$ cat config.mk
export PLATFORM = sky130hd
export DESIGN_NAME = lbi_ctrl
export DESIGN_NICKNAME = d
export VERILOG_FILES = /design/src/hw/lbi_pkg.sv /design/src/hw/lbi_ctrl.sv
export SDC_FILE = /design/constraint.sdc
export NUM_CORES = 1
export LEC_CHECK = 0
export BUFFER_PORTS_ARGS = -buffer_cell sky130_fd_sc_hd__buf_4
export CORE_ASPECT_RATIO = 1.4
export CORE_UTILIZATION = 51
export CTS_BUF_LIST = sky130_fd_sc_hd__clkbuf_16
export CTS_CLUSTER_SIZE = 14
export DETAILED_ROUTE_END_ITERATION = 6
export GPL_TIMING_DRIVEN = 0
export PLACE_DENSITY = 0.78
export SLEW_MARGIN = 0
export SYNTH_ARGS = -nofsm -noshare
export SYNTH_HDL_FRONTEND = slang
export SYNTH_SLANG_ARGS = --single-unit
export TNS_END_PERCENT = 1
$ cat constraint.sdc
create_clock -name core_clk -period 2.5 [get_ports core_clk]
set_input_delay 0.5 -clock core_clk [delete_from_list [all_inputs] [get_ports core_clk]]
set_output_delay 0.5 -clock core_clk [all_outputs]
set_load 0.01 [all_outputs]
$ cat src/hw/lbi_pkg.sv
// Purpose: Shared constants and carriers for the local bus control block
// Assumes: 125 MHz core clock, 20-bit address, 8-bit data bus
// Notes:   Reset values of all pin outputs except hlda live here
package lbi_pkg;
    localparam int          LBI_AW         = 20;
    localparam int          LBI_DW         = 8;
    localparam int          LBI_SYNC_DEPTH = 2;
    localparam logic        LBI_ALE_RST    = 1'b0;
    localparam logic        LBI_STROBE_RST = 1'b1;
    localparam logic        LBI_DIR_RST    = 1'b0;
    localparam logic        LBI_OE_N_RST   = 1'b1;
    localparam logic        LBI_CLKOUT_RST = 1'b0;
    localparam logic [LBI_DW-1:0] LBI_DATA_RST = 8'h00;
    localparam logic [LBI_AW-1:0] LBI_ADDR_RST = 20'h0_0000;

    typedef struct packed {
        logic [LBI_AW-1:0] addr;
        logic [LBI_DW-1:0] wdata;
        logic              write;
        logic              mem;
        logic              lock;
    } lbi_req_s;

    typedef enum logic [5:0] {
        LBI_IDLE = 6'b00_0001,
        LBI_T1   = 6'b00_0010,
        LBI_T2   = 6'b00_0100,
        LBI_TW   = 6'b00_1000,
        LBI_T4   = 6'b01_0000,
        LBI_HOLD = 6'b10_0000
    } lbi_state_e;
endpackage

$ cat src/hw/lbi_ctrl.sv
// Purpose: Local bus cycle sequencer with hold/grant arbitration
// Assumes: One request at a time from the core; pins are asynchronous
// Notes:   All outputs registered; clk_en low freezes every flop
`timescale 1ns/1ps
// Overview of operation
// - Address strobe high during address phase
// - Clock output is half rate, 50% duty
// - Data enable low only during data transfer
// - Direction high transmit, low receive
// - Yield bus only at unlocked instruction boundary
// - Grant high once bus released
// - Float data and controls while granted
// - Lower select low for low memory addresses
// - No bus yield while lock is active
module lbi_ctrl
    import lbi_pkg::*;
(
    input  wire logic              core_clk,
    input  wire logic              rst_n,
    input  wire logic              clk_en,
    input  wire lbi_req_s          req,
    input  wire logic              req_valid,
    output logic                   req_ready,
    output logic [LBI_DW-1:0]      rsp_rdata,
    output logic                   rsp_done,
    input  wire logic              instr_boundary,
    input  wire logic [LBI_AW-1:0] lcs_top,
    input  wire logic              ardy,
    input  wire logic              hold,
    output logic                   hlda,
    output logic                   clkout,
    output logic                   ale,
    output logic                   den_n,
    output logic                   buffer_direction,
    output logic                   rd_n,
    output logic                   wr_n,
    output logic                   ctl_oe_n,
    output logic                   lock_n,
    output logic                   lcs_n,
    output logic [LBI_AW-1:0]      addr_out,
    output logic                   addr_oe_n,
    input  wire logic [LBI_DW-1:0] ad_in,
    output logic [LBI_DW-1:0]      ad_out,
    output logic                   ad_oe_n
);
    // Two-flop synchronisers; only the last stage is read
    logic [LBI_SYNC_DEPTH-1:0] ardy_sync_reg;
    logic [LBI_SYNC_DEPTH-1:0] hold_sync_reg;
    logic [LBI_DW-1:0]         data_sync_reg [LBI_SYNC_DEPTH];
    always_ff @(posedge core_clk or negedge rst_n) begin
        if (!rst_n) begin
            ardy_sync_reg <= '0;
            hold_sync_reg <= '0;
        end else if (clk_en) begin
            ardy_sync_reg <= {ardy_sync_reg[0], ardy};
            hold_sync_reg <= {hold_sync_reg[0], hold};
        end
    end
    genvar gi;
    generate
        for (gi = 0; gi < LBI_SYNC_DEPTH; gi++) begin : g_dsync
            wire [LBI_DW-1:0] stage_d;
            // Head stage takes the pin; no stage indexes below zero
            if (gi == 0) begin : g_head
                assign stage_d = ad_in;
            end else begin : g_tail
                assign stage_d = data_sync_reg[gi-1];
            end
            always_ff @(posedge core_clk or negedge rst_n) begin
                if (!rst_n) begin
                    data_sync_reg[gi] <= LBI_DATA_RST;
                end else if (clk_en) begin
                    data_sync_reg[gi] <= stage_d;
                end
            end
        end
    endgenerate

    wire ardy_s = ardy_sync_reg[LBI_SYNC_DEPTH-1];
    wire hold_s = hold_sync_reg[LBI_SYNC_DEPTH-1];
    wire [LBI_DW-1:0] data_s = data_sync_reg[LBI_SYNC_DEPTH-1];

    lbi_state_e state_reg;
    lbi_state_e state_next;
    lbi_req_s   cur_reg;

    // Yield only between instructions, never under lock
    wire grant_ok = hold_s && instr_boundary && lock_n;
    wire start_ok = req_valid && !grant_ok;
    wire low_hit  = req.mem && (req.addr <= lcs_top);

    always_comb begin
        state_next = state_reg;
        unique case (state_reg)
            LBI_IDLE: begin
                if (grant_ok) begin
                    state_next = LBI_HOLD;
                end else if (start_ok) begin
                    state_next = LBI_T1;
                end
            end
            LBI_T1:   state_next = LBI_T2;
            LBI_T2:   state_next = LBI_TW;
            LBI_TW: begin
                if (ardy_s) begin
                    state_next = LBI_T4;
                end
            end
            LBI_T4:   state_next = LBI_IDLE;
            LBI_HOLD: begin
                if (!hold_s) begin
                    state_next = LBI_IDLE;
                end
            end
            default:  state_next = LBI_IDLE;
        endcase
    end

    wire go_t1   = (state_reg == LBI_IDLE) && (state_next == LBI_T1);
    wire go_t2   = (state_reg == LBI_T1);
    wire go_t4   = (state_reg == LBI_TW) && ardy_s;
    wire go_hold = (state_reg == LBI_IDLE) && (state_next == LBI_HOLD);
    wire go_free = (state_reg == LBI_HOLD) && !hold_s;

    always_ff @(posedge core_clk or negedge rst_n) begin
        if (!rst_n) begin
            state_reg <= LBI_IDLE;
            cur_reg   <= '0;
        end else if (clk_en) begin
            state_reg <= state_next;
            if (go_t1) begin
                cur_reg <= req;
            end
        end
    end

    // Divide by two from core clock; flop output keeps duty at 50%
    always_ff @(posedge core_clk or negedge rst_n) begin
        if (!rst_n) begin
            clkout <= LBI_CLKOUT_RST;
        end else if (clk_en) begin
            clkout <= !clkout;
        end
    end

    // Bus pin sequencing
    always_ff @(posedge core_clk or negedge rst_n) begin
        if (!rst_n) begin
            ale              <= LBI_ALE_RST;
            den_n            <= LBI_STROBE_RST;
            rd_n             <= LBI_STROBE_RST;
            wr_n             <= LBI_STROBE_RST;
            buffer_direction <= LBI_DIR_RST;
            lock_n           <= LBI_STROBE_RST;
            lcs_n            <= LBI_STROBE_RST;
            ctl_oe_n         <= LBI_OE_N_RST;
            addr_oe_n        <= LBI_OE_N_RST;
            ad_oe_n          <= LBI_OE_N_RST;
            addr_out         <= LBI_ADDR_RST;
            ad_out           <= LBI_DATA_RST;
            hlda             <= 1'b0;
            req_ready        <= 1'b0;
            rsp_done         <= 1'b0;
            rsp_rdata        <= LBI_DATA_RST;
        end else if (clk_en) begin
            ale       <= go_t1;
            rsp_done  <= go_t4;
            req_ready <= (state_next == LBI_IDLE) && !grant_ok;
            if (go_t1) begin
                addr_out         <= req.addr;
                ad_out           <= req.addr[LBI_DW-1:0];
                addr_oe_n        <= 1'b0;
                ad_oe_n          <= 1'b0;
                ctl_oe_n         <= 1'b0;
                buffer_direction <= req.write;
                lock_n           <= !req.lock;
                lcs_n            <= !low_hit;
            end
            if (go_t2) begin
                den_n   <= 1'b0;
                rd_n    <= cur_reg.write;
                wr_n    <= !cur_reg.write;
                ad_out  <= cur_reg.wdata;
                ad_oe_n <= !cur_reg.write;
            end
            if (go_t4) begin
                den_n     <= 1'b1;
                rd_n      <= 1'b1;
                wr_n      <= 1'b1;
                lcs_n     <= 1'b1;
                ad_oe_n   <= 1'b1;
                rsp_rdata <= data_s;
                // Lock spans a whole locked sequence, so keep it if asked
                if (!(req_valid && req.lock)) begin
                    lock_n <= 1'b1;
                end
            end
            if (go_hold) begin
                hlda      <= 1'b1;
                ctl_oe_n  <= 1'b1;
                addr_oe_n <= 1'b1;
                ad_oe_n   <= 1'b1;
            end
            if (go_free) begin
                hlda <= 1'b0;
            end
        end
    end
endmodule

==> results.py, run 1 <==
metrics = {
    "floorplan": {
        "floorplan.die.height_um": 105,
        "die_width_um": 75.6,
        "initial_utilization_pct": 52.5,
        "pin_count": 116,
        "die_area_um2": 7940,
        "total_number_of_placement_rows": 37,
        "coreArea_um2": 7360,
    },
    "yosys": {
        "synth_top_flop_cell": "dfrtp_1",
        "ys_async_rst_share_pct": 100,
        "syn-instance-count": 379,
        "synth_largest_area_cell": "dfrtp_1",
        "mappedNetlistNets": 465,
        "syn_area_per_cell_um2": 10.2,
        "synth_simple_gate_area_share_pct": 15.7,
        "synth.ff_latch_count": 83,
        "synth_area_um2": 3870,
        "synthDistinctLibCells": 42,
        "share_of_synthesized_cell_area_in_full_adder_half_adder_and_majority_cells_pct": 6.47,
        "xor_xnor_fraction_of_synth_area_pct": 0.453,
        "ys_warn_count": 0,
        "largest_family_of_logic_cells_by_synthesized_area": "simple AND/OR/NAND/NOR gates",
        "synth_edf_count": 0,
        "synth.area.top_cells": "dfrtp_1 (49%), nand2_1 (9.5%), mux2_2 (8.4%)",
        "synth.mux.area_fraction_pct": 8.44,
        "netlist.area_leader.share_pct": 48.5,
        "compound_gate_fraction_of_synth_area_pct": 10.4,
        "seq_area_frac_synth_pct": 54.0,
    },
    "cells_and_area": {
        "fill_cells": 566,
        "final_cell_area_um2": 5120,
        "finalNetCount": 590,
        "regArea_um2": 2090,
        "final_cell_mix": "buf_4 (117), nand2_1 (98), dfrtp_1 (75), mux2_2 (29), inv_1 (27)",
        "post_layout_nonfiller_instances": 606,
        "num_antenna_cells": 0,
        "largest_register_ff_count": 20,
        "register_with_the_most_flip_flops": "addr_out",
        "layout-area-overhead-vs-synth_pct": 32.4,
        "layout_commonest_cell": "buf_4",
        "final_layout_size_suffix_gt1_share_pct": 34.2,
        "multi_input_comb_area_um2": 1600,
        "layout.core_utilization_pct": 69.6,
    },
    "clock_tree": {
        "root_buffer": "clkbuf_16",
        "clock_tree_from_tritoncts": "done",
        "cts_setup_buffers": 0,
        "postCtsHoldBufs": 0,
        "htree_levels": 3,
        "clkSinkCount": 83,
        "cts_buffer_depth": 2,
        "cts-resized-gates": 0,
        "clk_latency_ps": 330,
        "cts-buffers-inserted": 9,
        "worst_setup_hold_path_clk_slew_ps": 60,
    },
    "timing": {
        "clock_tree_skew_after_final_layout_ps": 4.28,
        "unrepaired_setup_endpoints_after_global_routing": "false",
        "totalNegativeSetupSlack_ps": 0,
        "timing_hold_violations_final": 0,
        "layout_setup_ws_ps": 156,
        "slew_viol_final": 0,
        "achievable-frequency_mhz": 427,
        "layout_min_cycle_time_ps": 2340,
        "maxSlewHeadroom_pct": 30.9,
        "tightest_slew_ps": 1040,
        "finalSetupViolCount": 0,
        "finalCritPeriodShare_pct": 93.8,
    },
    "flow_run": {
        "max-cap-violations": 0,
    },
    "worst_setup_path": {
        "startpoint_type": "register",
        "cp_common_cell": "nor2_1",
        "r2r_cells": 6,
        "worst_setup_path_end_kind": "register",
        "cpPeakStageDelay_ps": 590,
        "timing_worst_setup_path_type": "reg2reg",
        "cp_data_arrival_time_ps": 2560,
        "cp_cell_sequence": "or4_1 > nor2_1 > nand3_1 > nor2_1 > buf_4 > mux2_2",
        "crit_slowest_cell": "or4_1",
        "cp_max_fo": 10,
        "cp.required_ps": 2710,
    },
    "placed_design": {
        "gp_congestion": 0.842,
        "detailedPlacementHpwl_um": 6770,
        "dpl.cell_count": 590,
        "placedInstanceArea_um2": 4840,
        "preCtsSetupSlack_ps": 173,
        "numPortBuffers": 114,
    },
    "global_route": {
        "number_of_antenna_violations_at_the_first_check_in_global_routing": 0,
        "grt_remaining_overflow": 0,
        "track_usage_pct": 25.6,
        "grt_pass1_vias": 3253,
        "largest_net_degree_at_the_start_of_global_routing": 84,
        "grt_first_pass_wirelength_um": 15100,
    },
    "detailed_routing": {
        "drcViolationCount": 0,
        "highest_layer_used_for_signal_routing": "met4",
        "met2_length_um": 4850,
        "drt_pass1_iterations": 4,
        "wl_met1_um": 3710,
        "route.detailed.wl_per_inst_um": 15.3,
        "detailroute.wirelength.met3_um": 376,
        "totalWireLength_um": 9260,
        "via_per_inst": 5.31,
        "first_iter_violations": 256,
        "via_count": 3220,
        "ant_nets": 0,
    },
    "power": {
        "power-per-cell-area_nw_per_um2": 972,
        "vdd_ir_drop_max_v": 0.000606,
        "static-leakage-power_nw": 2.66,
    },
    "worst_hold_path": {
        "whs_path_depth": 2,
        "timing.hold.worst.class": "in2reg",
    },
    "status": {
        "status": "complete, no violations",
    },
}
[logic make-up after synthesis]
logic type               Yosys count
AND/OR/NAND/NOR                  142
flip-flops                        83
AO/OA/AOI/OAI                     62
buffers and inverters             41
multiplexers                      29
adder cells (fa/ha/maj)           20
XOR/XNOR                           2
[metrics by stage]
step	hold WS, ps	power (mW)
2_1_floorplan	204	2.92
3_3_place_gp	452	3.69
3_5_place_dp	457	3.75
4_1_cts	311	5.01
5_1_grt	321	5.28
6_report	324	4.98
[cell usage after synthesis, types with 2 or more instances]
master    instances
nand4_1           6
a21o_1            5
mux2_2           29
o22a_1            2
o21a_1            2
a31oi_1           2
nor3_1            4
and3_1            2
nand3_1           3
nor2_1           19
o211ai_1          4
o22ai_1           9
nor2b_1           2
ha_1             20
nand2_1          98
nand2b_1          2
dfstp_2           8
a21oi_1          19
inv_1            24
o21ai_0           9
buf_4             3
xor2_1            2
dfrtp_1          75
clkbuf_1          9
buf_2             4
[layer usage]
layer	global-route usage (%)	vias to the layer above
li1	-	1543
met1	30.7	1553
met2	42.2	96
met3	5.79	28
met4	12.4	0
met5	0	-
[critical path, delay by kind of cell, from the launching register on]
family                 cells  cell delay (ps)
AND/OR/NAND/NOR            4             1180
multiplexers               1              360
buffers and inverters      1              260
flip-flops                 1              420
[layout make-up]
class,instances,area share [%]
Buffer,17,1.71
Clock buffer,9,4.40
Clock inverter,7,1.03
Inverter,24,1.76
Multi-Input combinational cell,255,31.3
Sequential cell,83,40.7
Tap cell,97,2.37
Timing Repair Buffer,114,16.7
[final timing paths]
check	startpoint	endpoint	slack, ps
worst max-delay path	state_reg[5]$_DFFE_PN0P_	rsp_rdata[5]$_DFFE_PN0P_	160
worst min-delay path	req[0]	lock_n$_DFFE_PN1P_	320
worst max register to register	state_reg[5]$_DFFE_PN0P_	rsp_rdata[5]$_DFFE_PN0P_	160
worst min register to register	cur_reg[3]$_DFFE_PN0P_	cur_reg[3]$_DFFE_PN0P_	470
max in group asynchronous	rst_n	cur_reg[7]$_DFFE_PN0P_	1490
min in group asynchronous	rst_n	addr_out[3]$_DFFE_PN0P_	350
[report_power, final]
| group | leakage (nW) | internal, mW | total (mW) | switching [mW] |
|---|---|---|---|---|
| combinational | 1.51 | 0.821 | 1.61 | 0.784 |
| clock | 0.146 | 0.752 | 1.24 | 0.486 |
| sequential | 1.01 | 1.84 | 2.13 | 0.298 |
Note: power is estimated with default switching activity, not from simulation.
==> run 2: changes to the inputs <==
--- a/config.mk
+++ b/config.mk
@@ -5,7 +5,7 @@
 export SDC_FILE = /design/constraint.sdc
 export NUM_CORES = 1
 export LEC_CHECK = 0
-export BUFFER_PORTS_ARGS = -buffer_cell sky130_fd_sc_hd__buf_4
+export BUFFER_PORTS_ARGS = -buffer_cell sky130_fd_sc_hd__buf_2
 export CORE_ASPECT_RATIO = 1.4
 export CORE_UTILIZATION = 51
 export CTS_BUF_LIST = sky130_fd_sc_hd__clkbuf_16
==> run 2 against run 1 <==
Against the previous run:
- combinational power decreased by 13%
- flip-flop and latch count unchanged
- final cell count increased by 0.33%
- first-iteration DRC count decreased by 21%
- count of clock-buffer cells in the layout unchanged
- wire length decreased by 3.3%
- critical path depth unchanged
- design area decreased by 4.3%
- sequential share of layout area increased by 1.8 points
- global-route usage decreased by 1.1 points
==> results.py, run 2 (same netlist as run 1, synthesis figures left out) <==
metrics = {
    "timing": {
        "timing.hold.ws_ps": 313,
        "achievable-frequency_mhz": 420,
        "slew_viol_final": 0,
        "tightest_slew_ps": 583,
        "layout_min_cycle_time_ps": 2380,
        "clock_tree_skew_after_final_layout_ps": 5.60,
        "totalNegativeSetupSlack_ps": 0,
        "finalSetupViolCount": 0,
        "layout_setup_ws_ps": 119,
        "unrepaired_setup_endpoints_after_global_routing": "false",
        "maxSlewHeadroom_pct": 61.2,
        "finalCritPeriodShare_pct": 95.3,
        "timing_hold_violations_final": 0,
    },
    "worst_hold_path": {
        "whs_path_depth": 2,
        "timing.hold.worst.class": "in2reg",
    },
    "global_route": {
        "grt_pass1_vias": 3118,
        "groute.layer.met2.usage_pct": 40.9,
        "gr_busiest_metal": "met2",
        "track_usage_pct": 24.5,
        "globalRouteMet3Util_pct": 5.01,
        "grt_first_pass_wirelength_um": 14400,
        "number_of_antenna_violations_at_the_first_check_in_global_routing": 0,
        "grt_remaining_overflow": 0,
        "grt.met1_usage_pct": 29.0,
        "largest_net_degree_at_the_start_of_global_routing": 76,
    },
    "detailed_routing": {
        "route.detailed.wl_per_inst_um": 14.7,
        "drcViolationCount": 0,
        "totalWireLength_um": 8950,
        "ant_nets": 0,
        "drt_pass1_iterations": 4,
        "first_iter_violations": 203,
        "via_count": 3158,
        "via_per_inst": 5.19,
    },
    "worst_setup_path": {
        "crit_slowest_cell": "or4_1",
        "cpPeakStageDelay_ps": 580,
        "cp_data_arrival_time_ps": 2600,
        "startpoint_type": "register",
        "r2r_cells": 6,
        "cp.required_ps": 2720,
        "cp_common_cell": "nor2_1",
        "worst_setup_path_end_kind": "register",
        "cp_max_fo": 10,
        "timing_worst_setup_path_type": "reg2reg",
        "cp_cell_sequence": "or4_1 > nor2_1 > nand3_1 > nor2_1 > buf_4 > mux2_2",
    },
    "power": {
        "power_frac_clock_pct": 27.8,
        "power.share.switching_pct": 31.9,
        "vdd_ir_drop_max_v": 0.000571,
        "power_switching_mw": 1.56,
        "seq_power_share_pct": 43.5,
        "power-per-cell-area_nw_per_um2": 994,
        "power.internal_mw": 3.32,
        "static-leakage-power_nw": 2.62,
        "total_power_after_layout_mw": 4.88,
        "power.share.combinational_pct": 28.7,
    },
    "clock_tree": {
        "htree_levels": 3,
        "clock_tree_from_tritoncts": "done",
        "root_buffer": "clkbuf_16",
        "clk_latency_ps": 340,
        "cts_buffer_depth": 2,
        "cts-buffers-inserted": 9,
        "cts-resized-gates": 0,
        "worst_setup_hold_path_clk_slew_ps": 60,
        "clkSinkCount": 83,
    },
    "floorplan": {
        "coreArea_um2": 7360,
        "pin_count": 116,
        "total_number_of_placement_rows": 37,
        "initial_utilization_pct": 52.5,
        "die_area_um2": 7940,
        "die_width_um": 75.6,
        "floorplan.die.height_um": 105,
    },
    "cells_and_area": {
        "layout_commonest_cell": "buf_2",
        "num_antenna_cells": 0,
        "fill_cells": 607,
        "layout-area-overhead-vs-synth_pct": 26.8,
        "final_layout_size_suffix_gt1_share_pct": 34.6,
        "finalNetCount": 592,
        "largest_register_ff_count": 20,
        "final_cell_mix": "buf_2 (117), nand2_1 (98), dfrtp_1 (75), mux2_2 (29), inv_1 (27)",
        "register_with_the_most_flip_flops": "addr_out",
    },
    "flow_run": {
        "max-cap-violations": 0,
    },
    "placed_design": {
        "gp_congestion": 0.830,
        "preCtsSetupSlack_ps": 116,
        "detailedPlacementHpwl_um": 6780,
        "numPortBuffers": 114,
    },
    "status": {
        "status": "complete, no violations",
    },
}
[run 2: cell count changes in the layout (fill, tap and decap cells not counted)]
cell           previous run  this run
clkinv_1                  3         1
buf_4                   117         4
buf_16                    0         1
dlygate4sd3_1             0         1
buf_2                     4       117
clkinv_2                  0         1
bufinv_16                 1         2
[run 2: per-stage QoR]
| step | instance area [µm²] | utilization [%] | instances |
|---|---|---|---|
| floorplan | 3870 | - | 379 |
| finish | 4900 | 66.6 | 608 |
| global route | 4900 | 66.6 | 608 |
| CTS | 4900 | 66.6 | 608 |
| global placement | 4560 | 61.9 | 590 |
| detailed placement | 4590 | 62.3 | 591 |
[run 2: layer usage]
layer / up-vias / share of wire (%) / routed length (µm)
li1: 1536 / - / -
met1: 1505 / 41 / 3640
met2: 93 / 52 / 4640
met3: 24 / 4.2 / 377
met4: 0 / 3.2 / 283
met5: - / 0 / 0
[run 2: area by class of cell]
cell class | instances | area, µm² | area share, %
sequential | 83 | 2090 | 42.6
multi-input combinational | 255 | 1600 | 32.7
timing repair buffer | 116 | 611 | 12.4
clock buffer | 9 | 225 | 4.59
tap | 97 | 121 | 2.47
inverter | 24 | 90.1 | 1.84
buffer | 17 | 87.6 | 1.79
clock inverter | 7 | 80.1 | 1.63
[run 2: worst max-delay path, delay by kind of cell (launching register included)]
kind | cells | cell delay (ps)
buffers and inverters | 1 | 260
flip-flops | 1 | 420
multiplexers | 1 | 360
AND/OR/NAND/NOR | 4 | 1210
[run 2: path summary, 6_finish.rpt]
check | from | endpoint | slack [ps]
max | state_reg[5]$_DFFE_PN0P_ | rsp_rdata[1]$_DFFE_PN0P_ | 120
min | req[0] | lock_n$_DFFE_PN1P_ | 310
max reg2reg | state_reg[5]$_DFFE_PN0P_ | rsp_rdata[1]$_DFFE_PN0P_ | 120
min reg2reg | addr_out[6]$_DFFE_PN0P_ | addr_out[6]$_DFFE_PN0P_ | 460
max in group asynchronous | rst_n | lock_n$_DFFE_PN1P_ | 1340
min in group asynchronous | rst_n | addr_out[3]$_DFFE_PN0P_ | 550
[run 2: power groups by stage]
| stage | sequential (mW) | clock, mW | combinational [mW] |
|---|---|---|---|
| final | 2.12 | 1.36 | 1.40 |
| after global routing | 2.18 | 1.43 | 1.60 |
| after CTS | 2.12 | 1.38 | 1.41 |
| after detailed placement | 2.14 | 0 | 1.40 |
| after global placement | 2.11 | 0 | 1.35 |
| after floorplan | 2.24 | 0 | 0.675 |
[run 2: repair_timing]
item                                   in CTS  in global routing
buffers inserted                            0                  0
hold buffers                                1                  0
endpoints found under the hold margin       8                  0
